===== src/rbs_pkg.sv =====
// shared constants and types for the right operand source selector
`default_nettype none
package rbs_pkg;
   localparam int unsigned RBS_DATA_W = 16;
   localparam int unsigned RBS_CODE_W = 4;
   localparam int unsigned RBS_FILL_W = 3;
   localparam int unsigned RBS_ROT_W = 2;
   localparam int unsigned RBS_IDX_BIT = 4;
   localparam logic [15:0] RBS_RESET_VAL = 16'h0000;
   localparam logic [2:0] RBS_READ_FIRST_MIN = 3'h1;
   localparam logic [2:0] RBS_READ_SECOND_MIN = 3'h2;
   localparam logic [2:0] RBS_READ_THIRD_MIN = 3'h3;
   localparam logic [2:0] RBS_READ_FOURTH_EQ = 3'h4;

   typedef logic [15:0] rbs_word_t;
   typedef logic [1:0] rbs_rot_t;

   typedef enum logic [3:0] {
      RBS_PROGRAM_LIMIT = 4'h0,
      RBS_FILL_COUNT = 4'h1,
      RBS_STACK_LIMIT = 4'h2,
      RBS_MEM_REG = 4'h3,
      RBS_PRE_ADDER = 4'h4,
      RBS_HOLD = 4'h5,
      RBS_INDEX = 4'h6,
      RBS_COND_INDEX = 4'h7,
      RBS_STACK_FOURTH = 4'h8,
      RBS_STACK_THIRD = 4'h9,
      RBS_STACK_SECOND = 4'ha,
      RBS_STACK_FIRST = 4'hb,
      RBS_SCRATCH_B = 4'hc,
      RBS_SCRATCH_A = 4'hd,
      RBS_STORE_BUS = 4'he,
      RBS_NOP = 4'hf
   } rbs_code_t;
endpackage
`default_nettype wire


===== src/rbs_if.sv =====
// interface between the microinstruction register and the operand selector
`default_nettype none
interface rbs_if
   import rbs_pkg::*;
();
   rbs_code_t field_code;
   logic [2:0] stack_fill_count;
   logic stack_in_use;
   modport device (
      input field_code,
      input stack_fill_count,
      input stack_in_use
   );
   modport host (
      output field_code,
      output stack_fill_count,
      output stack_in_use
   );
endinterface
`default_nettype wire


===== src/rbs_operand_select.sv =====
// right operand register and its source decoder
//
// Contract
// RULE1: code 1010 reads second stack entry
// RULE2: second entry maps rotation to cache plus one
// RULE3: second read needs fill count above one
// RULE4: code 0101 holds the operand register
// RULE5: code 1001 reads third stack entry
// RULE6: third entry maps rotation to cache plus two
// RULE7: third read needs fill count above two
// RULE8: code 1000 reads fourth stack entry
// RULE9: fourth entry maps rotation to cache plus three
// RULE10: fourth read needs fill count four
// RULE11: fill guards only while cache holds stack
// RULE12: code 1101 loads scratch a
// RULE13: code 1100 loads scratch b
// RULE14: code 0001 loads fill count, upper zero
// RULE15: code 1110 loads store bus word
// RULE16: code 0110 loads index register
// RULE17: code 0111 loads index if bit four
// RULE18: code 0010 loads stack limit
// RULE19: code 1011 reads first entry, direct mapping
// RULE20: code 0000 loads program limit
// RULE21: code 0100 loads pre-adder output
// RULE22: sixteen bit register captures at microcycle end
// RULE23: code 1111 and undefined codes do nothing
`default_nettype none
module rbs_operand_select
   import rbs_pkg::*;
(
   input wire logic sys_clk,
   input wire logic rst_b,
   input wire rbs_pkg::rbs_word_t stack_cache_0,
   input wire rbs_pkg::rbs_word_t stack_cache_1,
   input wire rbs_pkg::rbs_word_t stack_cache_2,
   input wire rbs_pkg::rbs_word_t stack_cache_3,
   input wire rbs_pkg::rbs_rot_t stack_rotation,
   input wire rbs_pkg::rbs_word_t scratch_a,
   input wire rbs_pkg::rbs_word_t scratch_b,
   input wire rbs_pkg::rbs_word_t store_bus_word,
   input wire rbs_pkg::rbs_word_t index_reg,
   input wire rbs_pkg::rbs_word_t current_instr_reg,
   input wire rbs_pkg::rbs_word_t stack_limit_reg,
   input wire rbs_pkg::rbs_word_t program_limit_reg,
   input wire rbs_pkg::rbs_word_t pre_adder,
   output rbs_pkg::rbs_word_t right_operand,
   output rbs_pkg::rbs_rot_t effective_rotation,
   rbs_if.device bus
);
   import rbs_pkg::*;

   rbs_word_t cache [4];
   rbs_word_t operand_ff;
   rbs_word_t nxt_operand;
   logic load;
   rbs_rot_t offset;
   rbs_rot_t slot;

   assign cache[0] = stack_cache_0;
   assign cache[1] = stack_cache_1;
   assign cache[2] = stack_cache_2;
   assign cache[3] = stack_cache_3;

   // ----------------------------------------------------------------
   // stack entry addressing
   // ----------------------------------------------------------------
   // entry depth is added to the rotation; wrap of the 2-bit sum is the ring
   assign effective_rotation = stack_rotation; // [RULE1] [RULE5] [RULE8] [RULE19]

   always_comb begin
      case (bus.field_code)
         RBS_STACK_SECOND: offset = 2'h1; // [RULE2]
         RBS_STACK_THIRD: offset = 2'h2; // [RULE6]
         RBS_STACK_FOURTH: offset = 2'h3; // [RULE9]
         default: offset = 2'h0; // [RULE19]
      endcase
   end

   assign slot = rbs_rot_t'(effective_rotation + offset);

   // ----------------------------------------------------------------
   // source decode
   // ----------------------------------------------------------------
   // the memory register code is not decoded here and leaves the register alone
   always_comb begin
      load = 1'b1;
      nxt_operand = operand_ff;
      case (bus.field_code)
         RBS_STACK_FIRST,
         RBS_STACK_SECOND,
         RBS_STACK_THIRD,
         RBS_STACK_FOURTH: nxt_operand = cache[slot]; // [RULE1] [RULE5] [RULE8]
         RBS_SCRATCH_A: nxt_operand = scratch_a; // [RULE12]
         RBS_SCRATCH_B: nxt_operand = scratch_b; // [RULE13]
         RBS_FILL_COUNT: nxt_operand = {13'h0, bus.stack_fill_count}; // [RULE14]
         RBS_STORE_BUS: nxt_operand = store_bus_word; // [RULE15]
         RBS_INDEX: nxt_operand = index_reg; // [RULE16]
         RBS_COND_INDEX: begin
            if (current_instr_reg[RBS_IDX_BIT]) begin // [RULE17]
               nxt_operand = index_reg;
            end else begin
               nxt_operand = RBS_RESET_VAL;
            end
         end
         RBS_STACK_LIMIT: nxt_operand = stack_limit_reg; // [RULE18]
         RBS_PROGRAM_LIMIT: nxt_operand = program_limit_reg; // [RULE20]
         RBS_PRE_ADDER: nxt_operand = pre_adder; // [RULE21]
         RBS_HOLD: load = 1'b0; // [RULE4]
         default: load = 1'b0; // [RULE23]
      endcase
   end

   // ----------------------------------------------------------------
   // right operand register
   // ----------------------------------------------------------------
   always_ff @(posedge sys_clk or negedge rst_b) begin
      if (!rst_b) begin
         operand_ff <= RBS_RESET_VAL;
      end else if (load) begin
         operand_ff <= nxt_operand; // [RULE22]
      end
   end

   assign right_operand = operand_ff;
endmodule
`default_nettype wire


===== src/flat_wrapper.sv =====
// flat-port wrapper written by rule: the top's interface ports become plain ports
module rbs_operand_select_flat import rbs_pkg::*;
  (sys_clk, rst_b, stack_cache_0, stack_cache_1, stack_cache_2, stack_cache_3, stack_rotation, scratch_a, scratch_b, store_bus_word, index_reg, current_instr_reg, stack_limit_reg, program_limit_reg, pre_adder, right_operand, effective_rotation, bus_field_code, bus_stack_fill_count, bus_stack_in_use);
  rbs_if bus_i ();
  input wire logic sys_clk;
  input wire logic rst_b;
  input wire rbs_pkg::rbs_word_t stack_cache_0;
  input wire rbs_pkg::rbs_word_t stack_cache_1;
  input wire rbs_pkg::rbs_word_t stack_cache_2;
  input wire rbs_pkg::rbs_word_t stack_cache_3;
  input wire rbs_pkg::rbs_rot_t stack_rotation;
  input wire rbs_pkg::rbs_word_t scratch_a;
  input wire rbs_pkg::rbs_word_t scratch_b;
  input wire rbs_pkg::rbs_word_t store_bus_word;
  input wire rbs_pkg::rbs_word_t index_reg;
  input wire rbs_pkg::rbs_word_t current_instr_reg;
  input wire rbs_pkg::rbs_word_t stack_limit_reg;
  input wire rbs_pkg::rbs_word_t program_limit_reg;
  input wire rbs_pkg::rbs_word_t pre_adder;
  output rbs_pkg::rbs_word_t right_operand;
  output rbs_pkg::rbs_rot_t effective_rotation;
  input wire logic [$bits(bus_i.field_code)-1:0] bus_field_code;
  input wire logic [$bits(bus_i.stack_fill_count)-1:0] bus_stack_fill_count;
  input wire logic [$bits(bus_i.stack_in_use)-1:0] bus_stack_in_use;
  assign bus_i.field_code = bus_field_code;
  assign bus_i.stack_fill_count = bus_stack_fill_count;
  assign bus_i.stack_in_use = bus_stack_in_use;
  rbs_operand_select u_core (.sys_clk(sys_clk), .rst_b(rst_b), .stack_cache_0(stack_cache_0), .stack_cache_1(stack_cache_1), .stack_cache_2(stack_cache_2), .stack_cache_3(stack_cache_3), .stack_rotation(stack_rotation), .scratch_a(scratch_a), .scratch_b(scratch_b), .store_bus_word(store_bus_word), .index_reg(index_reg), .current_instr_reg(current_instr_reg), .stack_limit_reg(stack_limit_reg), .program_limit_reg(program_limit_reg), .pre_adder(pre_adder), .right_operand(right_operand), .effective_rotation(effective_rotation), .bus(bus_i));
endmodule

===== config.mk =====
export PLATFORM = sky130hd
export DESIGN_NAME = rbs_operand_select_flat
export DESIGN_NICKNAME = d
export VERILOG_FILES = /design/src/rbs_pkg.sv /design/src/rbs_if.sv /design/src/rbs_operand_select.sv /design/src/flat_wrapper.sv
export SDC_FILE = /design/constraint.sdc
export NUM_CORES = 1
export LEC_CHECK = 0
export BUFFER_PORTS_ARGS = -buffer_cell sky130_fd_sc_hd__buf_4
export CELL_PAD_IN_SITES_DETAIL_PLACEMENT = 1
export CELL_PAD_IN_SITES_GLOBAL_PLACEMENT = 2
export CORE_MARGIN = 10
export CORE_UTILIZATION = 18
export DETAILED_ROUTE_END_ITERATION = 10
export GPL_TIMING_DRIVEN = 0
export PLACE_DENSITY = 0.82
export SLEW_MARGIN = 20
export SYNTH_ARGS = -nofsm -noshare
export SYNTH_HDL_FRONTEND = slang
export SYNTH_SLANG_ARGS = --single-unit

===== constraint.sdc =====
create_clock -name sys_clk -period 1 [get_ports sys_clk]
set_clock_uncertainty 0.05 [all_clocks]
set_input_delay 0.05 -clock sys_clk [delete_from_list [all_inputs] [get_ports sys_clk]]
set_output_delay 0.05 -clock sys_clk [all_outputs]
set_load 0.02 [all_outputs]

After elaboration in Yosys (flattened, before gate mapping)
Index checks and enable logic that the tools add are counted.
{"block": "classes", "n_reduce_logical": 5, "eq_ne": 12, "mux": 7, "addsub": 1, "bitwise": 1, "n_lt_le_gt_ge": 1}
{"op": "$pmux 16 s10", "n": 1}
{"op": "$mux 16", "n": 3}
{"op": "$bmux 16 s2", "n": 1}
{"op": "$eq 4x4->1 const B", "n": 7}
{"op": "$reduce_or 13->1", "n": 1}
{"op": "$eq 4x3->1 const B", "n": 3}
{"op": "$reduce_bool 10->1", "n": 1}
{"op": "$pmux 2 s3", "n": 1}
{"op": "$eq 4x1->1 const B", "n": 1}
{"op": "$eq 4x2->1 const B", "n": 1}
{"op": "$logic_not 4->1", "n": 1}
{"op": "$reduce_or 4->1", "n": 1}
{"op": "$ge 3x3->1 const B", "n": 1}
{"op": "$not 2->3", "n": 1}
{"op": "$add 2x2->2", "n": 1}
{"op": "$reduce_and 2->1", "n": 1}
{"op": "$mux 1", "n": 1}
{"block": "totals", "inputBits": 204, "output_inout_bits": 18, "elab_cells": 28, "register_bits": 16}

Longest topological paths before layout
{"block": "depth", "word_depth": 8, "ltp_mapped": 12, "depth_no_buf": 8}

Worst setup path after synthesis
Ideal clock, no wire load.
{"block": "synth_path", "path_type": "input to register", "start": "input bus_field_code[2]", "end": "register u_core.operand_ff[1], in the netlist u_core.right_operand[1]", "cell_stages": 11, "arrival_time_ns": 2.241, "path_buffers": 5, "slack_ns": -1.359, "required_time_ns": 0.882, "cell_sequence": "buf_2 > nand2b_1 > clkbuf_1 > buf_1 > nor2_1 > ha_1 > buf_2 > buf_1 > a211oi_1 > a21oi_1 > o221a_1"}
{"block": "synth_between", "elab_chain_len": 8, "word_cells_on_any_way": 25, "classes_between": "1 x add/sub; 12 x eq/ne; 6 x mux; 1 x bitwise; 5 x reduce/logical"}
{"element": "from (decl)", "line_no": "flat_wrapper.sv:22", "rtl": "input wire logic [$bits(bus_i.field_code)-1:0] bus_field_code;"}
{"element": "$eq 4x4->1", "line_no": "rbs_operand_select.sv:71, rbs_operand_select.sv:88"}
{"element": "$pmux 2 s3", "line_no": "rbs_operand_select.sv:71", "rtl": "case (bus.field_code)"}
{"element": "$add 2x2->2", "line_no": "rbs_operand_select.sv:79", "rtl": "assign slot = rbs_rot_t'(effective_rotation + offset);"}
{"element": "$not 2->3 (not written as such)", "line_no": "rbs_operand_select.sv:92", "rtl": "RBS_STACK_FOURTH: nxt_operand = cache[slot];"}
{"element": "$bmux 16 s2", "line_no": "rbs_operand_select.sv:92"}
{"element": "$mux 16 (not written as such) (2 in a row)", "line_no": "rbs_operand_select.sv:92"}
{"element": "$pmux 16 s10", "line_no": "rbs_operand_select.sv:88", "rtl": "case (bus.field_code)"}
{"element": "to (signal assigned)", "line_no": "rbs_operand_select.sv:120", "rtl": "operand_ff <= nxt_operand;"}
{"element": "to (decl)", "line_no": "rbs_operand_select.sv:53", "rtl": "rbs_word_t operand_ff;"}
Several ways; a longest one is shown, not always the timed one. The select of a mux whose other input is x is not followed.
A chain may end at the register's enable or synchronous reset.

Final worst setup path
{"block": "layout_path", "start": "input bus_field_code[0]", "end": "register u_core.operand_ff[15], in the netlist u_core.right_operand[15]"}
Same word-level chain as after synthesis.

==> impl_results.md <==
- TritonCTS Buffers: 3
- Die width: 134.9 um
- Die Ht: 134.9 um
- Filler instances: 1467
- DR vias: 3320
- WS Path Type: input pin to flip-flop
- Clock Sinks: 16
- N_diodes: 0
- Sequential fraction of design power: 19.9%
- Relative slew slack: 67.26%
- Critical Path RT: 1080 ps
- Clk root buf: clkbuf_16
- Post-route cell area: 4725 sq um
- # IOs: 222
- Min-Delay Path Class: input pin to flip-flop
- Via/cell ratio: 4.904
- CP Capture Type: flip-flop
- Max reg flops: 16
- Number of global-route vias before repair: 3811
- DRT Pass-1 Iters: 4
- P_int: 0.002699 W
- P_leak: 2.100 nW
- Port Buffers: 203
- Max-cap violations: 0
- Slew @ Worst Pin: 484.9 ps
- Final setup violation count: 16
- Synth Net Count: 488
- Mapped Cells: 283
- Clock power share: 20.5%
- Seq/Total Area, Yosys: 16.84%
- Switching Share: 35.42%
- Async S/R FF share, synth: 100.0%
- Global-route wire length before repair: 22700 um
- Unique masters post-synth: 48
- Violated checks: setup timing
- Largest net degree at the start of global routing: 17
- Post-Syn Area: 2377 sq um
- Antenna-violating nets left: 0
- Final #Nets: 711
- Status: finished with violations
- Synth warn: 0
- Row count: 41
- Die area: 18200 sq um
- Highest Clock Rate: 626.2 MHz
- Clk_lat worst skew: 240 ps
- Period utilization: 159.7%
- Critical path launch point type: input pin
- Slew Limit Fails: 0
- Detail Placement HPWL: 12850 um
- Routed wire length per instance: 22.60 um
- Remaining global-route overflow: 0
- Initial Util: 18.61%
- Area post-placement: 4248 sq um
- Seq cells post-synth: 16
- Comb power frac: 59.6%
- Pwr Density: 884.7 nW/um^2
- 1st-iter DRT viols: 161
- Layout area overhead: 98.74%
- H-tree levels: 1
- Critical path data arrival time: 1680 ps
- Wirelength, routed: 15300 um
- Finished Core Util: 36.99%
- Post-Place Cells: 658
- CTS tree: done
- Fraction of layout cells with a size suffix above 1: 59.60%
- Drc violations: 0
- Clock transition at the registers of the reported paths: 50 ps
- Most frequent cells in the layout: buf_4 (220), mux2i_1 (21), nor2b_1 (21)
- Gr usage total: 15.64%
- RSZ-0062 raised after global routing: true
- Clk buf depth: 2
- Min Tclk post-route: 1597 ps
- Crit Path Max Fanout: 8
- Endpoints failing hold: 0
- Main flop type after synthesis: dfrtp_1
- Placer congestion estimate: 0.8238
- Core area: 12770 sq um
- Setup ws final: -597.0 ps
- Psw: 0.001480 W
- Initial antenna violation count: 0
- Most common cell after layout, fill and taps aside: buf_4
- Synth Area per Inst: 8.400 sq um
- Post-route insts no fill: 677
- Number of flops mapped to enable cells by yosys: 0
- Peak supply drop: 0.4114 mV
[routing by layer]
layer,share of wire (%),GRT usage (%),routed length [um],up-vias
li1,-,-,-,1555
met1,43,18.86,6589,1599
met2,47,26.39,7242,154
met3,8.4,5.119,1288,12
met4,1.2,3.204,182,0
met5,0,0,0,-
[power groups by stage]
stage	Sequential, W	Clock (W)	Combinational (W)
6_report	0.000833	0.000855	0.00249
5_1_grt	0.000850	0.000901	0.00266
4_1_cts	0.000835	0.000861	0.00234
3_5_place_dp	0.000846	0	0.00219
3_3_place_gp	0.000837	0	0.00215
2_1_floorplan	0.000962	0	0.000937
[stage by stage]
step | TNS (ps) | power, W | hold slack, ps | setup WS [ps]
floorplan | -12790 | 0.001899 | -295.6 | -814.4
global placement | -18280 | 0.002987 | -131.9 | -1261
detailed placement | -18560 | 0.003035 | -128.9 | -1281
CTS | -8891 | 0.004039 | 80.97 | -598.8
global route | -9804 | 0.004415 | 103.9 | -642.4
finish | -8950 | 0.004180 | 90.64 | -597.0
[synthesized netlist by cell type, types with 11 or more instances]
| master | count | area [sq um] |
|---|---|---|
| a211oi_2 | 13 | 162.7 |
| mux2i_1 | 29 | 290.3 |
| nand3_1 | 11 | 55.05 |
| nand2_1 | 15 | 56.30 |
| buf_2 | 18 | 90.09 |
| o221a_1 | 14 | 157.7 |
| inv_1 | 11 | 41.29 |
| nor2b_1 | 21 | 131.4 |
| a21oi_1 | 21 | 105.1 |
| dfrtp_1 | 16 | 400.4 |
| o21ai_0 | 13 | 65.06 |
[logic make-up (layout without fill, tap and decap cells)]
| logic type | after synthesis | count (layout) | synth area share (%) |
|---|---|---|---|
| adder cells (fa/ha/maj) | 1 | 1 | 0.5262 |
| XOR/XNOR | 4 | 4 | 1.474 |
| AO/OA/AOI/OAI | 113 | 113 | 39.74 |
| buffers and inverters | 45 | 267 | 10.00 |
| AND/OR/NAND/NOR | 73 | 73 | 18.26 |
| flip-flops | 16 | 16 | 16.84 |
| multiplexers | 31 | 31 | 13.16 |
[timing repair]
item	in CTS	in global routing
hold endpoints to repair	16	0
endpoints found under the setup margin	16	16
resized for setup	24	28
pin swaps	16	4
hold buffers	1	0
setup buffers	11	3
cloned	1	0
[path summary, 6_finish.rpt]
kind / from / to / slack [ps] / cells after the start
worst max-delay path: bus_field_code[0] / u_core.right_operand[15] / -600 / 12
worst min-delay path: index_reg[2] / u_core.right_operand[2] / 90 / 3
worst max register to register: u_core.right_operand[2] / u_core.right_operand[2] / 100 / 2
worst min register to register: u_core.right_operand[10] / u_core.right_operand[10] / 510 / 1
max in group asynchronous: rst_b / u_core.right_operand[15] / 570 / 2
min in group asynchronous: rst_b / u_core.right_operand[10] / 150 / 2
[critical path: stages]
cell and delay [ps]:
buf_12 120, buf_8 120, buf_8 110, nor2_4 110
ha_4 160, xnor2_4 70, xnor2_2 150, buf_6 150
buf_16 140, a211oi_2 220, a21oi_2 60, o221a_1 200
[layout make-up]
class | instances | area, sq um | area share, %
inverter | 11 | 41.29 | 0.8739
clock buffer | 4 | 88.84 | 1.880
tap | 172 | 215.2 | 4.555
sequential | 16 | 400.4 | 8.475
timing repair buffer | 219 | 1683 | 35.62
buffer | 33 | 329.1 | 6.965
multi-input combinational | 222 | 1967 | 41.63
(Power assumes the default switching activity.)
